<file path="src/design/sobs_consts.svh">
`ifndef SOBS_CONSTS_SVH
`define SOBS_CONSTS_SVH

// Register word offsets (byte addresses).
`define SOBS_OFS_SEQ_SEL     5'h00
`define SOBS_OFS_MAIN_SEL    5'h04
`define SOBS_OFS_STALL_DLY   5'h08
`define SOBS_OFS_RUN_DLY     5'h0c
`define SOBS_OFS_ESTOP_TQ    5'h10
`define SOBS_OFS_NORM_TQ     5'h14
`define SOBS_OFS_STATUS      5'h18

// Reset values.
`define SOBS_RST_SEL         4'h0
`define SOBS_RST_DLY         7'h00
`define SOBS_RST_ESTOP_TQ    10'h000
`define SOBS_RST_NORM_TQ     10'h12c

// Setting limits.
`define SOBS_MAX_SEL         4'h9
`define SOBS_MAX_DLY         7'h64
`define SOBS_MAX_TQ          10'h1f4
`define SOBS_HOLD_SEL_LO     4'h4
`define SOBS_ESTOP_SEL_LO    4'h8
`define SOBS_LOW_SPEED_RPM   16'h001e

// Status field positions.
`define SOBS_ST_BRAKE_BIT    0
`define SOBS_ST_ENERG_BIT    1
`define SOBS_ST_DECEL_BIT    2
`define SOBS_ST_LOWSPD_BIT   3

// Delay time base: one count is 2 ms.
`define SOBS_UNIT_NS         2000000
`define SOBS_CLK_PERIOD_NS   10
`define SOBS_UNIT_CYCLES     (`SOBS_UNIT_NS / `SOBS_CLK_PERIOD_NS)

`endif

</file>
<file path="src/design/sobs_pkg.sv">
package sobs_pkg;

   typedef enum logic [1:0] {
      SOBS_STOP_DB,
      SOBS_STOP_FREE,
      SOBS_STOP_ESTOP
   } sobs_stop_t;

   typedef struct packed {
      sobs_stop_t decel;
      sobs_stop_t after;
      logic       clearCounter;
   } sobs_action_t;

   typedef enum {
      SOBS_SERVO_ON,
      SOBS_STALL_WAIT,
      SOBS_RUN_WAIT,
      SOBS_SERVO_OFF
   } sobs_state_t;

endpackage

</file>
<file path="src/design/sobs_sequencer.sv">
`timescale 1ns/10ps
`include "sobs_consts.svh"

// Overview of operation
// [RULE_01] A servo-off sequence selector holds 0 to 9, resets to 0, and sets deceleration, after-stall and counter actions.
// [RULE_02] The servo-off selector is decoded exactly as the main-power-off selector is.
// [RULE_03] Values 0-3 pick braking or free-run per phase and clear, 4-7 do the same but hold, 8-9 use emergency stop then clear.
// [RULE_04] With selector 8 or 9 the deceleration torque limit is the emergency setting, or the normal limit if that is zero.
// [RULE_05] A stalled servo-off drops brake release first and keeps the motor energized for the stall delay in 2 ms counts.
// [RULE_06] The host sets the stall delay no shorter than the brake's action delay and requests servo-off after the brake holds.
// [RULE_07] A running servo-off is detected on the servo-on input and brake release drops after the running delay.
// [RULE_08] The running brake hold ends early once motor speed falls below 30 r/min.
module sobs_sequencer
   import sobs_pkg::*;
#(
   parameter int UNIT_CYCLES = `SOBS_UNIT_CYCLES
) (
   input  wire logic        ref_clk,
   input  wire logic        rst_n,
   input  wire logic [4:0]  regAddr,
   input  wire logic [31:0] regWrData,
   input  wire logic        regWr,
   input  wire logic        regRd,
   output logic      [31:0] regRdData,
   input  wire logic        servoOnInput,
   input  wire logic        mainPowerLost,
   input  wire logic [15:0] motorSpeedRpm,
   output logic             brakeReleaseOutput,
   output logic             motorEnergized,
   output logic             dynamicBraking,
   output logic             emergencyDecel,
   output logic [9:0]       torqueLimit,
   output logic             counterClear
);

   function automatic sobs_action_t decodeSelect(input logic [3:0] sel);
      sobs_action_t a;
      a.clearCounter = 1'b1;
      if (sel >= `SOBS_ESTOP_SEL_LO) begin
         a.decel = SOBS_STOP_ESTOP;
         a.after = sel[0] ? SOBS_STOP_FREE : SOBS_STOP_DB;
      end else begin
         a.decel = sel[0] ? SOBS_STOP_FREE : SOBS_STOP_DB;
         a.after = sel[1] ? SOBS_STOP_FREE : SOBS_STOP_DB;
         a.clearCounter = (sel < `SOBS_HOLD_SEL_LO);
      end
      return a;
   endfunction

   logic [3:0]   servoOffSelQ;
   logic [3:0]   mainOffSelQ;
   logic [6:0]   stallDlyQ;
   logic [6:0]   runDlyQ;
   logic [9:0]   estopTqQ;
   logic [9:0]   normTqQ;
   sobs_state_t  state_q;
   sobs_state_t  state_d;
   logic [31:0]  preCnt_q;
   logic [6:0]   tickCnt_q;
   logic         unitTick;
   logic         stateChange;
   logic         lowSpeed;
   logic         decelPhase;
   sobs_action_t act;
   logic [31:0]  status;

   assign lowSpeed = (motorSpeedRpm < `SOBS_LOW_SPEED_RPM); // [RULE_08]
   // Both selectors share one decoder so their tables can never drift apart.
   assign act = decodeSelect(mainPowerLost ? mainOffSelQ : servoOffSelQ); // [RULE_02] [RULE_03]

   // Settings writes outside their range are dropped so a bad value never reaches the sequence.
   always_ff @(posedge ref_clk or negedge rst_n) begin
      if (!rst_n) begin
         servoOffSelQ <= `SOBS_RST_SEL; // [RULE_01]
         mainOffSelQ  <= `SOBS_RST_SEL;
         stallDlyQ    <= `SOBS_RST_DLY;
         runDlyQ      <= `SOBS_RST_DLY;
         estopTqQ     <= `SOBS_RST_ESTOP_TQ;
         normTqQ      <= `SOBS_RST_NORM_TQ;
      end else if (regWr) begin
         case (regAddr)
            `SOBS_OFS_SEQ_SEL: begin
               if (regWrData[31:4] == '0 && regWrData[3:0] <= `SOBS_MAX_SEL) servoOffSelQ <= regWrData[3:0]; // [RULE_01]
            end
            `SOBS_OFS_MAIN_SEL: begin
               if (regWrData[31:4] == '0 && regWrData[3:0] <= `SOBS_MAX_SEL) mainOffSelQ <= regWrData[3:0];
            end
            `SOBS_OFS_STALL_DLY: begin
               if (regWrData[31:7] == '0 && regWrData[6:0] <= `SOBS_MAX_DLY) stallDlyQ <= regWrData[6:0];
            end
            `SOBS_OFS_RUN_DLY: begin
               if (regWrData[31:7] == '0 && regWrData[6:0] <= `SOBS_MAX_DLY) runDlyQ <= regWrData[6:0];
            end
            `SOBS_OFS_ESTOP_TQ: begin
               if (regWrData[31:10] == '0 && regWrData[9:0] <= `SOBS_MAX_TQ) estopTqQ <= regWrData[9:0];
            end
            `SOBS_OFS_NORM_TQ: begin
               if (regWrData[31:10] == '0 && regWrData[9:0] <= `SOBS_MAX_TQ) normTqQ <= regWrData[9:0];
            end
            default: begin
            end
         endcase
      end
   end

   always_comb begin
      status = '0;
      status[`SOBS_ST_BRAKE_BIT]  = brakeReleaseOutput;
      status[`SOBS_ST_ENERG_BIT]  = motorEnergized;
      status[`SOBS_ST_DECEL_BIT]  = decelPhase;
      status[`SOBS_ST_LOWSPD_BIT] = lowSpeed;
      status[5:4] = 2'(state_q);
   end

   always_ff @(posedge ref_clk or negedge rst_n) begin
      if (!rst_n) begin
         regRdData <= '0;
      end else if (regRd) begin
         case (regAddr)
            `SOBS_OFS_SEQ_SEL:   regRdData <= {28'h0000000, servoOffSelQ};
            `SOBS_OFS_MAIN_SEL:  regRdData <= {28'h0000000, mainOffSelQ};
            `SOBS_OFS_STALL_DLY: regRdData <= {25'h0000000, stallDlyQ};
            `SOBS_OFS_RUN_DLY:   regRdData <= {25'h0000000, runDlyQ};
            `SOBS_OFS_ESTOP_TQ:  regRdData <= {22'h000000, estopTqQ};
            `SOBS_OFS_NORM_TQ:   regRdData <= {22'h000000, normTqQ};
            `SOBS_OFS_STATUS:    regRdData <= status;
            default:             regRdData <= '0;
         endcase
      end else begin
         regRdData <= '0;
      end
   end

   // The time base restarts on every state change so a delay is never short by up to one count.
   assign stateChange = (state_d != state_q);
   assign unitTick = (preCnt_q == 32'(UNIT_CYCLES - 1));

   always_ff @(posedge ref_clk or negedge rst_n) begin
      if (!rst_n) begin
         preCnt_q <= '0;
      end else if (stateChange || unitTick) begin
         preCnt_q <= '0;
      end else begin
         preCnt_q <= preCnt_q + 32'h00000001;
      end
   end

   always_ff @(posedge ref_clk or negedge rst_n) begin
      if (!rst_n) begin
         tickCnt_q <= '0;
      end else if (stateChange) begin
         tickCnt_q <= '0;
      end else if (unitTick && tickCnt_q != 7'h7f) begin
         tickCnt_q <= tickCnt_q + 7'h01;
      end
   end

   always_comb begin
      state_d = state_q;
      case (state_q)
         SOBS_SERVO_ON: begin
            if (!servoOnInput) begin // [RULE_07]
               state_d = lowSpeed ? SOBS_STALL_WAIT : SOBS_RUN_WAIT; // [RULE_05]
            end
         end
         SOBS_STALL_WAIT: begin
            if (servoOnInput) begin
               state_d = SOBS_SERVO_ON;
            end else if (tickCnt_q >= stallDlyQ) begin // [RULE_05]
               state_d = SOBS_SERVO_OFF;
            end
         end
         SOBS_RUN_WAIT: begin
            if (servoOnInput) begin
               state_d = SOBS_SERVO_ON;
            end else if (tickCnt_q >= runDlyQ || lowSpeed) begin // [RULE_07] [RULE_08]
               state_d = SOBS_SERVO_OFF;
            end
         end
         SOBS_SERVO_OFF: begin
            if (servoOnInput) begin
               state_d = SOBS_SERVO_ON;
            end
         end
         default: state_d = SOBS_SERVO_OFF;
      endcase
   end

   always_ff @(posedge ref_clk or negedge rst_n) begin
      if (!rst_n) begin
         state_q <= SOBS_SERVO_OFF;
      end else begin
         state_q <= state_d;
      end
   end

   // The counter clear is one pulse as the servo-off sequence starts.
   always_ff @(posedge ref_clk or negedge rst_n) begin
      if (!rst_n) begin
         counterClear <= 1'b0;
      end else begin
         counterClear <= (state_q == SOBS_SERVO_ON) && !servoOnInput && act.clearCounter; // [RULE_03]
      end
   end

   assign decelPhase = (state_q == SOBS_RUN_WAIT || state_q == SOBS_SERVO_OFF) && !lowSpeed;

   always_ff @(posedge ref_clk or negedge rst_n) begin
      if (!rst_n) begin
         brakeReleaseOutput <= 1'b0;
         motorEnergized     <= 1'b0;
         dynamicBraking     <= 1'b0;
         emergencyDecel     <= 1'b0;
         torqueLimit        <= `SOBS_RST_NORM_TQ;
      end else begin
         brakeReleaseOutput <= (state_d == SOBS_SERVO_ON) || (state_d == SOBS_RUN_WAIT); // [RULE_05] [RULE_07]
         emergencyDecel     <= decelPhase && (act.decel == SOBS_STOP_ESTOP); // [RULE_03]
         motorEnergized     <= (state_d == SOBS_SERVO_ON) || (state_d == SOBS_STALL_WAIT) ||
                               (decelPhase && act.decel == SOBS_STOP_ESTOP); // [RULE_05]
         if (state_d == SOBS_SERVO_ON || state_d == SOBS_STALL_WAIT) begin
            dynamicBraking <= 1'b0;
         end else if (decelPhase) begin
            dynamicBraking <= (act.decel == SOBS_STOP_DB);
         end else begin
            dynamicBraking <= (act.after == SOBS_STOP_DB);
         end
         if (decelPhase && act.decel == SOBS_STOP_ESTOP && estopTqQ != '0) begin
            torqueLimit <= estopTqQ; // [RULE_04]
         end else begin
            torqueLimit <= normTqQ;
         end
      end
   end
endmodule

</file>
<file path="config.mk">
export PLATFORM = sky130hd
export DESIGN_NAME = sobs_sequencer
export DESIGN_NICKNAME = d
export VERILOG_FILES = /design/src/design/sobs_pkg.sv /design/src/design/sobs_sequencer.sv
export VERILOG_INCLUDE_DIRS = /design/src /design/src/design
export SDC_FILE = /design/constraint.sdc
export NUM_CORES = 1
export LEC_CHECK = 0
export BUFFER_PORTS_ARGS = -buffer_cell sky130_fd_sc_hd__buf_4
export CAP_MARGIN = 5
export CORE_MARGIN = 2
export CORE_UTILIZATION = 35
export DETAILED_ROUTE_END_ITERATION = 10
export GPL_ROUTABILITY_DRIVEN = 1
export HOLD_SLACK_MARGIN = 0.1
export SLEW_MARGIN = 15
export SYNTH_ARGS = -nofsm -noshare
export SYNTH_HDL_FRONTEND = slang
export SYNTH_SLANG_ARGS = --single-unit
</file>
<file path="constraint.sdc">
create_clock -name ref_clk -period 2.5 [get_ports ref_clk]
set_clock_uncertainty 0.1 [all_clocks]
set_input_delay 0.125 -clock ref_clk [delete_from_list [all_inputs] [get_ports ref_clk]]
set_output_delay 0.125 -clock ref_clk [all_outputs]
set_load 0.1 [all_outputs]
</file>
---- Word level (Yosys, flattened, before mapping) ----
Cells that the tools add are included.
storage, ports and cells
  memories kept ........................... 0
  logic and storage cells ................. 98
  flip-flop bits (word level) ............. 160
  bits of input ports ..................... 59
  ROM bits ................................ 0
  bits in latches ......................... 0
  RAM bits ................................ 0
operators by class
  divide/modulo/power cells ............... 0
  add/subtract/negate cells ............... 2
  muxes and demuxes ....................... 21
  reduce and logical (&&, ||, !) cells .... 34
  order comparisons ....................... 8
  shifts and indexed selects .............. 0
  bitwise gates (word level) .............. 0
  equal/unequal tests ..................... 17
  multipliers ............................. 0
operators by type and width
  kind                                                         number
  two-way mux 32 bit                                           8
  case mux 32 bit (4 select lines)                             1
  equality test 32 x 2 -> 1 bit, second input constant         3
  equality test 32 x 3 -> 1 bit, second input constant         3
  logical NOT 32 bit                                           3
  case mux 10 bit (7 select lines)                             1
  adder 32 x 1 -> 32 bit, second input constant                1
  equality test 32 x 1 -> 1 bit, second input constant         1
  equality test 32 x 18 -> 1 bit, second input constant        1
  != test 32 bit                                               1
  logical NOT 28 bit                                           1
  logical NOT 25 bit                                           1
  logical NOT 22 bit                                           1
  AND reduction 3 bit                                          6
  less-than comparator 16 x 5 -> 1 bit, second input constant  1
  equality test 5 bit, second input constant                   3
  >= comparator 7 bit                                          2
  two-way mux 7 bit                                            2
  equality test 5 x 4 -> 1 bit, second input constant          2
  <= comparator 10 x 9 -> 1 bit, second input constant         1
  two-way mux 10 bit                                           1
  nonzero test 10 bit                                          1
  logical AND 1 bit                                            9
  two-way mux 4 bit                                            2
  15 further kinds                                             26

---- Longest topological paths before layout ----
Gate-level depths: netlist of the first run.
  word-level depth ........................ 8
  gate-level depth with buffers ........... 9
  mapped depth without buffers ............ 8

---- Worst setup path before layout of the first run ----
Ideal clock, no wire load.
  path kind ............................... register to register
  start point ............................. register tickCnt_q[2]
  end point ............................... register preCnt_q[12]
  setup slack ............................. 326 ps
  arrival ................................. 1952 ps
  library setup time ...................... 121 ps
  data required time ...................... 2279 ps
  cell stages (with the launch flop) ...... 9
  cell sequence ........................... dfrtp_1 -> ha_1 -> a211o_1 -> a31oi_1 -> o2111a_1 -> mux2_2 -> o21bai_2 -> buf_2 -> nor2_1
between the ends
  cells in the longest elaborated chain, start to end .. 8
  elaborated cells on any way between the ends .. 11
RTL lines
  item                                  RTL line               RTL
  from (decl)                           sobs_sequencer.sv:59   logic [6:0] tickCnt_q;
  from (signal assigned)                sobs_sequencer.sv:154  tickCnt_q <= tickCnt_q + 7'h01;
  >= comparator 7 bit                   sobs_sequencer.sv:176  end else if (tickCnt_q >= runDlyQ || lowSpeed) begin
  logical OR 1 bit                      sobs_sequencer.sv:176
  two-way mux 32 bit                    sobs_sequencer.sv:176
  two-way mux 32 bit                    sobs_sequencer.sv:174  if (servoOnInput) begin
  case mux 32 bit (4 select lines) (*)  sobs_sequencer.sv:160  case (state_q)
  != test 32 bit (*)                    sobs_sequencer.sv:135  assign stateChange = (state_d != state_q);
  logical OR 1 bit (*)                  sobs_sequencer.sv:141  end else if (stateChange || unitTick) begin
  two-way mux 32 bit (*)                sobs_sequencer.sv:141
  to (signal assigned)                  sobs_sequencer.sv:144  preCnt_q <= preCnt_q + 32'h00000001;
  to (decl)                             sobs_sequencer.sv:58   logic [31:0] preCnt_q;
Every way passes the cells marked *; elsewhere a longest branch is shown, timed or not.
A chain may end at the register's enable or synchronous reset.

---- Final worst setup path of the first run ----
  start point ............................. register tickCnt_q[0]
  end point ............................... register preCnt_q[18]
Same word-level chain as after synthesis.

==> metrics.cfg, run 1 <==
[outcome]
status = finished with violations
violations = design-rule violations

[floorplanning]
dieArea_um2 = 19600
coreArea_um2 = 18100
die_w_um = 140
initial_core_util_pct = 35.8
ioPinCount = 106
rows = 49
die_h_um = 140

[final_layout]
final_common_cell = dfrtp_1
layout_common_cells = 128 x dfrtp_1, 97 x buf_4, 58 x nor2_1
antenna_cells = 0
drive_gt1_share_pct = 28.5
final_core_util_pct = 45.6
area_growth_pct = 27.5
nets = 791

[critical_path]
end_kind = flip-flop
worstSetupStartpoint = tickCnt_q[0]
timing.rr.start = tickCnt_q[0]
cp.depth = 8
reg2reg_to = preCnt_q[18]
worstRegToRegCells = 8
crit_chain = inv_1, ha_1, nand2b_1, a31oi_1, o2111a_1, mux2_2, o21bai_4, nor2_1
arrival_ns = 2.52
cp_top_family = compound AO/OA/AOI/OAI gates
crit_path_max_fanout = 19
criticalPathCategory = flip-flop to flip-flop
required_ns = 2.68
critPathLaunchType = flip-flop
r2r_slack_ns = 0.16
cp_num_buf_inv = 1
max_stage_delay_ns = 0.45
crit_path_end = preCnt_q[18]
slowest_stage = o21bai_4

[yosys]
synth_top_area_share_pct = 49.5
synthSimpleGateAreaFrac_pct = 17.0
synth-adder-area-share_pct = 3.09
synth_area_leader_cell = dfrtp_1
synth_compound_area_share_pct = 6.65
synthCells = 568
synthTopCellsByArea = dfrtp_1 49%, mux2_2 9.4%, dfstp_2 4.1%
syn_area_um2 = 6470
synth_ff_type = dfrtp_1
synth_top_family_by_area = simple AND/OR/NAND/NOR gates
synth.area.mux_share_pct = 10.5
synth-xor-area-share_pct = 4.60
synth_edf_count = 0
synth-seq-cells = 138
async_reset_ff_share_pct = 100
ys_seq_area_share_pct = 53.5
ys_types = 60
yosysWarningCount = 0
postSynthAreaPerCell_um2 = 11.4

[clock_tree]
cts_tree = built
cts_setup_buffers = 0
max-clock-path-buffers = 2
clk_pin_slew_ns = 0.06
cts_root_buf = clkbuf_16
numCtsBuffers = 17
h-tree-depth = 4
clock_sinks = 138
clock_latency_ns = 0.43

[sta]
timing.final.crit_period_ns = 2.34
worst_slack_ns = 0.159
hold_viol = 0
relSlewSlack_pct = 53.1
timing.fmax_mhz = 427
setup_viol = 0
report.final.slew_viol_count = 0
tightest_slew_ns = 0.703
period_share_pct = 93.6
rsz0062_at_grt = no

[hold_path]
hp-start = regAddr[3]
hp-class = primary input to flip-flop

[grt]
grt_util_met3_pct = 3.18
grt.busiest_layer = met2
met2_usage_pct = 25.8
grt_pass1_vias = 4931
antenna_found_initial = 0
use_met1_pct = 21.5
grt_max_degree = 76
grt_use_total_pct = 16.0
grt_pass1_wl_um = 25000
grt_overflow_total = 0

[detailed_routing]
via_count = 4812
drc = 9
via_per_inst = 5.02
dr.pass1.iters = 10
antenna_left = 0
routed_wl_um = 15000
drt-initial-drc-count = 285
wl_per_cell_um = 15.7

[pwr]
power.switching_uw = 1340
ir_worst_vdd_mv = 0.589
clockPowerShare_pct = 49.3
switching_share_pct = 25.8
power_frac_comb_pct = 7.2
p_int_uw = 3870
seqPwrFrac_pct = 43.5
pwr_density_cell_nw_per_um2 = 632
power.leakage_uw = 0.00380
power_uw = 5210

[placement]
port_buffers = 82
hpwl_um = 11000
gp_congestion = 0.824
pre_cts_ws_ns = -0.0626

[job]
drv_cap = 0

[synthesized netlist by cell type (2+ instances only)]
cell	n
o21bai_1	2
xor2_1	26
nor4_1	31
a22oi_1	6
inv_1	19
nor2_2	2
a41oi_1	2
a21oi_1	11
dfrtp_1	128
a221oi_1	3
and4_1	3
nor2b_1	6
o22ai_1	2
buf_2	6
a21o_1	3
mux2_2	54
o21ai_0	5
ha_1	16
nor2_1	58
nor3_1	8
xnor2_1	8
a31oi_1	2
nand4_1	18
and2_1	7
o21a_1	2
nor4b_1	3
a211o_1	2
nor3_2	3
buf_4	22
and3_1	7
nand2b_1	3
clkbuf_1	7
nand2_1	25
dfstp_2	10
a22o_1	2
a32oi_1	2
mux2i_1	7
a222oi_1	3
nand3_1	22
o2111ai_1	2
[metrics by stage]
step	hold WS [ns]	cells	instance area, µm²	setup TNS, ns
floorplan	-0.271	619	6670	0
global placement	0.0860	911	7490	-0.230
detailed placement	0.103	911	7490	-0.907
CTS	0.109	958	8250	0
global route	0.181	958	8250	0
finish	0.127	958	8250	0
[worst min-delay path, delay by kind of cell]
family / cells / cell delay (ns)
AO/OA/AOI/OAI: 2 / 0.23
buffers and inverters: 1 / 0.15
AND/OR/NAND/NOR: 1 / 0.10
[per-layer routing]
layer / vias up / share of wire [%]
met5: - / 0
met4: 0 / 1.4
met3: 16 / 5.4
met2: 154 / 47
met1: 2361 / 46
li1: 2281 / -
[worst min-delay path by stage]
| stage | depth (start not counted) | to | slack, ns |
|---|---|---|---|
| floorplan | 0 | brakeReleaseOutput | -0.27 |
| global placement | 1 | torqueLimit[0] | 0.09 |
| detailed placement | 1 | torqueLimit[1] | 0.10 |
| CTS | 4 | regRdData[5] | 0.11 |
| global route | 4 | regRdData[5] | 0.18 |
| finish | 4 | regRdData[5] | 0.13 |
[logic make-up after synthesis]
kind of cell	Yosys count
mux	61
xor+xnor	34
simple gates	205
compound gates	58
buf+inv	55
fa+ha+maj	16
other cells	1
flops	138
[power by group through the flow]
stage / combinational [µW] / sequential [µW] / clock (µW)
2_1_floorplan: 218 / 2320 / 0
3_3_place_gp: 352 / 2310 / 0
3_5_place_dp: 357 / 2310 / 0
4_1_cts: 377 / 2270 / 2610
5_1_grt: 403 / 2270 / 2730
6_report: 376 / 2270 / 2570
[sequential cells by signal (all words and copies together) (netlist names)]
name,cells
state_q,32
dynamicBraking,1
servoOffSelQ,4
motorEnergized,1
runDlyQ,7
mainOffSelQ,4
counterClear,1
torqueLimit,10
estopTqQ,10
regRdData,10
tickCnt_q,7
normTqQ,10
stallDlyQ,7
brakeReleaseOutput,1
preCnt_q,32
emergencyDecel,1
[area by class of cell]
type	instances	area [µm²]
clock inverters	15	180
fillers	1668	9830
repair buffers	114	910
clock buffers	17	425
well taps	229	287
flip-flops and latches	138	3470
multi-input cells	426	2910
inverters	19	71.3
[repair_timing]
item	CTS	global route
pin swaps	0	1
endpoints found under the setup margin	19	13
hold endpoints to repair	121	0
hold buffers	15	0
resized for setup	1	2
Power figures use the tool's default switching activity.
==> run 2: changes to the inputs <==
CORE_MARGIN = default   (was 2)
==> metrics.cfg, run 2 (synthesis gave the netlist of run 1 again) <==
[sta]
finalSetupTns_ns = 0  ; unchanged
timing.final.crit_period_ns = 2.32  ; -0.0186 ns
tightest_slew_ns = 0.668  ; -0.0348 ns
report.final.slew_viol_count = 0  ; unchanged
timing.fmax_mhz = 431  ; +0.80%
rsz0062_at_grt = no
setup_viol = 0  ; unchanged
hold_viol = 0  ; unchanged
relSlewSlack_pct = 55.0  ; +1.9 points
period_share_pct = 92.9  ; -0.75 points

[pwr]
power.leakage_uw = 0.00376  ; -1.1%
pwr_density_cell_nw_per_um2 = 615  ; -2.7%
ir_worst_vdd_mv = 0.464  ; -21%
power_uw = 5030  ; -3.6%

[outcome]
status = completed

[final_layout]
reg_top3 = preCnt_q x32, state_q x32
antenna_cells = 0  ; unchanged
final_core_util_pct = 45.4  ; -0.27 points
layout_common_cells = 128 x dfrtp_1, 95 x buf_4, 58 x nor2_1
nets = 788  ; -0.38%
stdcell_area_um2 = 8180  ; -0.92%
area_growth_pct = 26.3
instances_no_fill = 955  ; -0.31%
drive_gt1_share_pct = 27.3  ; -1.3 points
fillers = 1704  ; +2.2%
final_common_cell = dfrtp_1

[detailed_routing]
via_per_inst = 5.06  ; +0.75%
wl_per_cell_um = 15.3  ; -2.4%
routed_wl_um = 14600  ; -2.7%
drt-initial-drc-count = 257  ; -9.8%
antenna_left = 0  ; unchanged
drc = 0  ; -9
dr.pass1.iters = 5  ; -5
via_count = 4833  ; +0.44%

[grt]
grt_use_total_pct = 16.4  ; +0.41 points
grt_max_degree = 47  ; -38%
antenna_found_initial = 0  ; unchanged
grt_pass1_wl_um = 25100  ; +0.55%
grt_pass1_vias = 4947  ; +0.32%
grt_overflow_total = 0  ; unchanged

[clock_tree]
numCtsBuffers = 17  ; unchanged
h-tree-depth = 4  ; unchanged
cts_root_buf = clkbuf_16
max-clock-path-buffers = 2  ; unchanged
cts_tree = built
clk_pin_slew_ns = 0.05  ; about the same
clock_sinks = 138  ; unchanged
clock_latency_ns = 0.41  ; -0.02 ns

[floorplanning]
ioPinCount = 106  ; unchanged
coreArea_um2 = 18000  ; -0.34%
dieArea_um2 = 19000  ; -2.8%
die_w_um = 138  ; -1.4%
rows = 49  ; unchanged
die_h_um = 138  ; -1.4%
initial_core_util_pct = 35.9  ; +0.12 points

[critical_path]
required_ns = 2.69  ; about the same
r2r_slack_ns = 0.18  ; +0.02 ns
criticalPathCategory = flip-flop to flip-flop
crit_path_max_fanout = 10  ; -9
worstRegToRegCells = 6  ; -2
reg2reg_to = torqueLimit[4]
end_kind = flip-flop
timing.rr.start = state_q[8]
critPathLaunchType = flip-flop
arrival_ns = 2.52  ; about the same

[job]
drv_cap = 0  ; unchanged

[placement]
hpwl_um = 10800  ; -2.4%
port_buffers = 82  ; unchanged
placedCellCount = 908  ; -0.33%
placed_area_um2 = 7460  ; -0.35%
gp_congestion = 0.821  ; -0.34%

[hold_path]
hp-class = primary input to asynchronous set/reset pin

[run 2: final cells by class]
| type | count | area (µm²) | share of cell area [%] |
|---|---|---|---|
| multi-input combinational | 426 | 2900 | 35.5 |
| sequential | 138 | 3470 | 42.4 |
| clock inverter | 7 | 91.3 | 1.12 |
| clock buffer | 25 | 475 | 5.81 |
| inverter | 19 | 71.3 | 0.872 |
| timing repair buffer | 111 | 883 | 10.8 |
| tap | 229 | 287 | 3.50 |
[run 2: how the worst max path moves through the flow]
stage / from / to / cells past startpoint
after floorplan: tickCnt_q[2] / preCnt_q[12] / 8
after global placement: state_q[8] / torqueLimit[4] / 6
after detailed placement: state_q[8] / torqueLimit[1] / 6
after CTS: state_q[8] / torqueLimit[4] / 6
after global routing: tickCnt_q[0] / preCnt_q[28] / 9
final: state_q[8] / torqueLimit[4] / 6
[run 2: stage by stage]
step | hold slack, ns | setup WS (ns)
floorplan | -0.271 | 0.326
global placement | 0.0502 | 0.210
detailed placement | 0.0600 | 0.155
CTS | 0.138 | 0.139
global route | 0.208 | 0.0331
finish | 0.143 | 0.178
[run 2: timing repair]
action,in CTS,in global routing
hold buffers,15,0
buffers inserted,0,0
hold endpoints to repair,121,0
gates resized for setup,0,0
[run 2: power breakdown]
group / leakage [µW] / total [µW] / internal, µW / switching (µW)
logic: 0.00167 / 374 / 100 / 274
clock network: 0.000275 / 2380 / 1520 / 867
registers: 0.00182 / 2270 / 2260 / 6.95
[run 2: critical path: stages (launching register included)]
cell and delay, ns:
dfrtp_1 0.35, or4_1 0.53, nor3_2 0.16, nand4_2 0.31, nor2_4 0.24, nand3_4 0.19
mux2_2 0.33
[run 2: per-layer routing]
layer / global-route usage (%) / vias to the layer above / wire length [µm] / share of wire (%)
met2: 26.2 / 121 / 7040 / 48
li1: - / 2272 / - / -
met3: 4.16 / 16 / 701 / 4.8
met4: 5.55 / 0 / 193 / 1.3
met1: 21.8 / 2424 / 6670 / 46
met5: 0 / - / 0 / 0
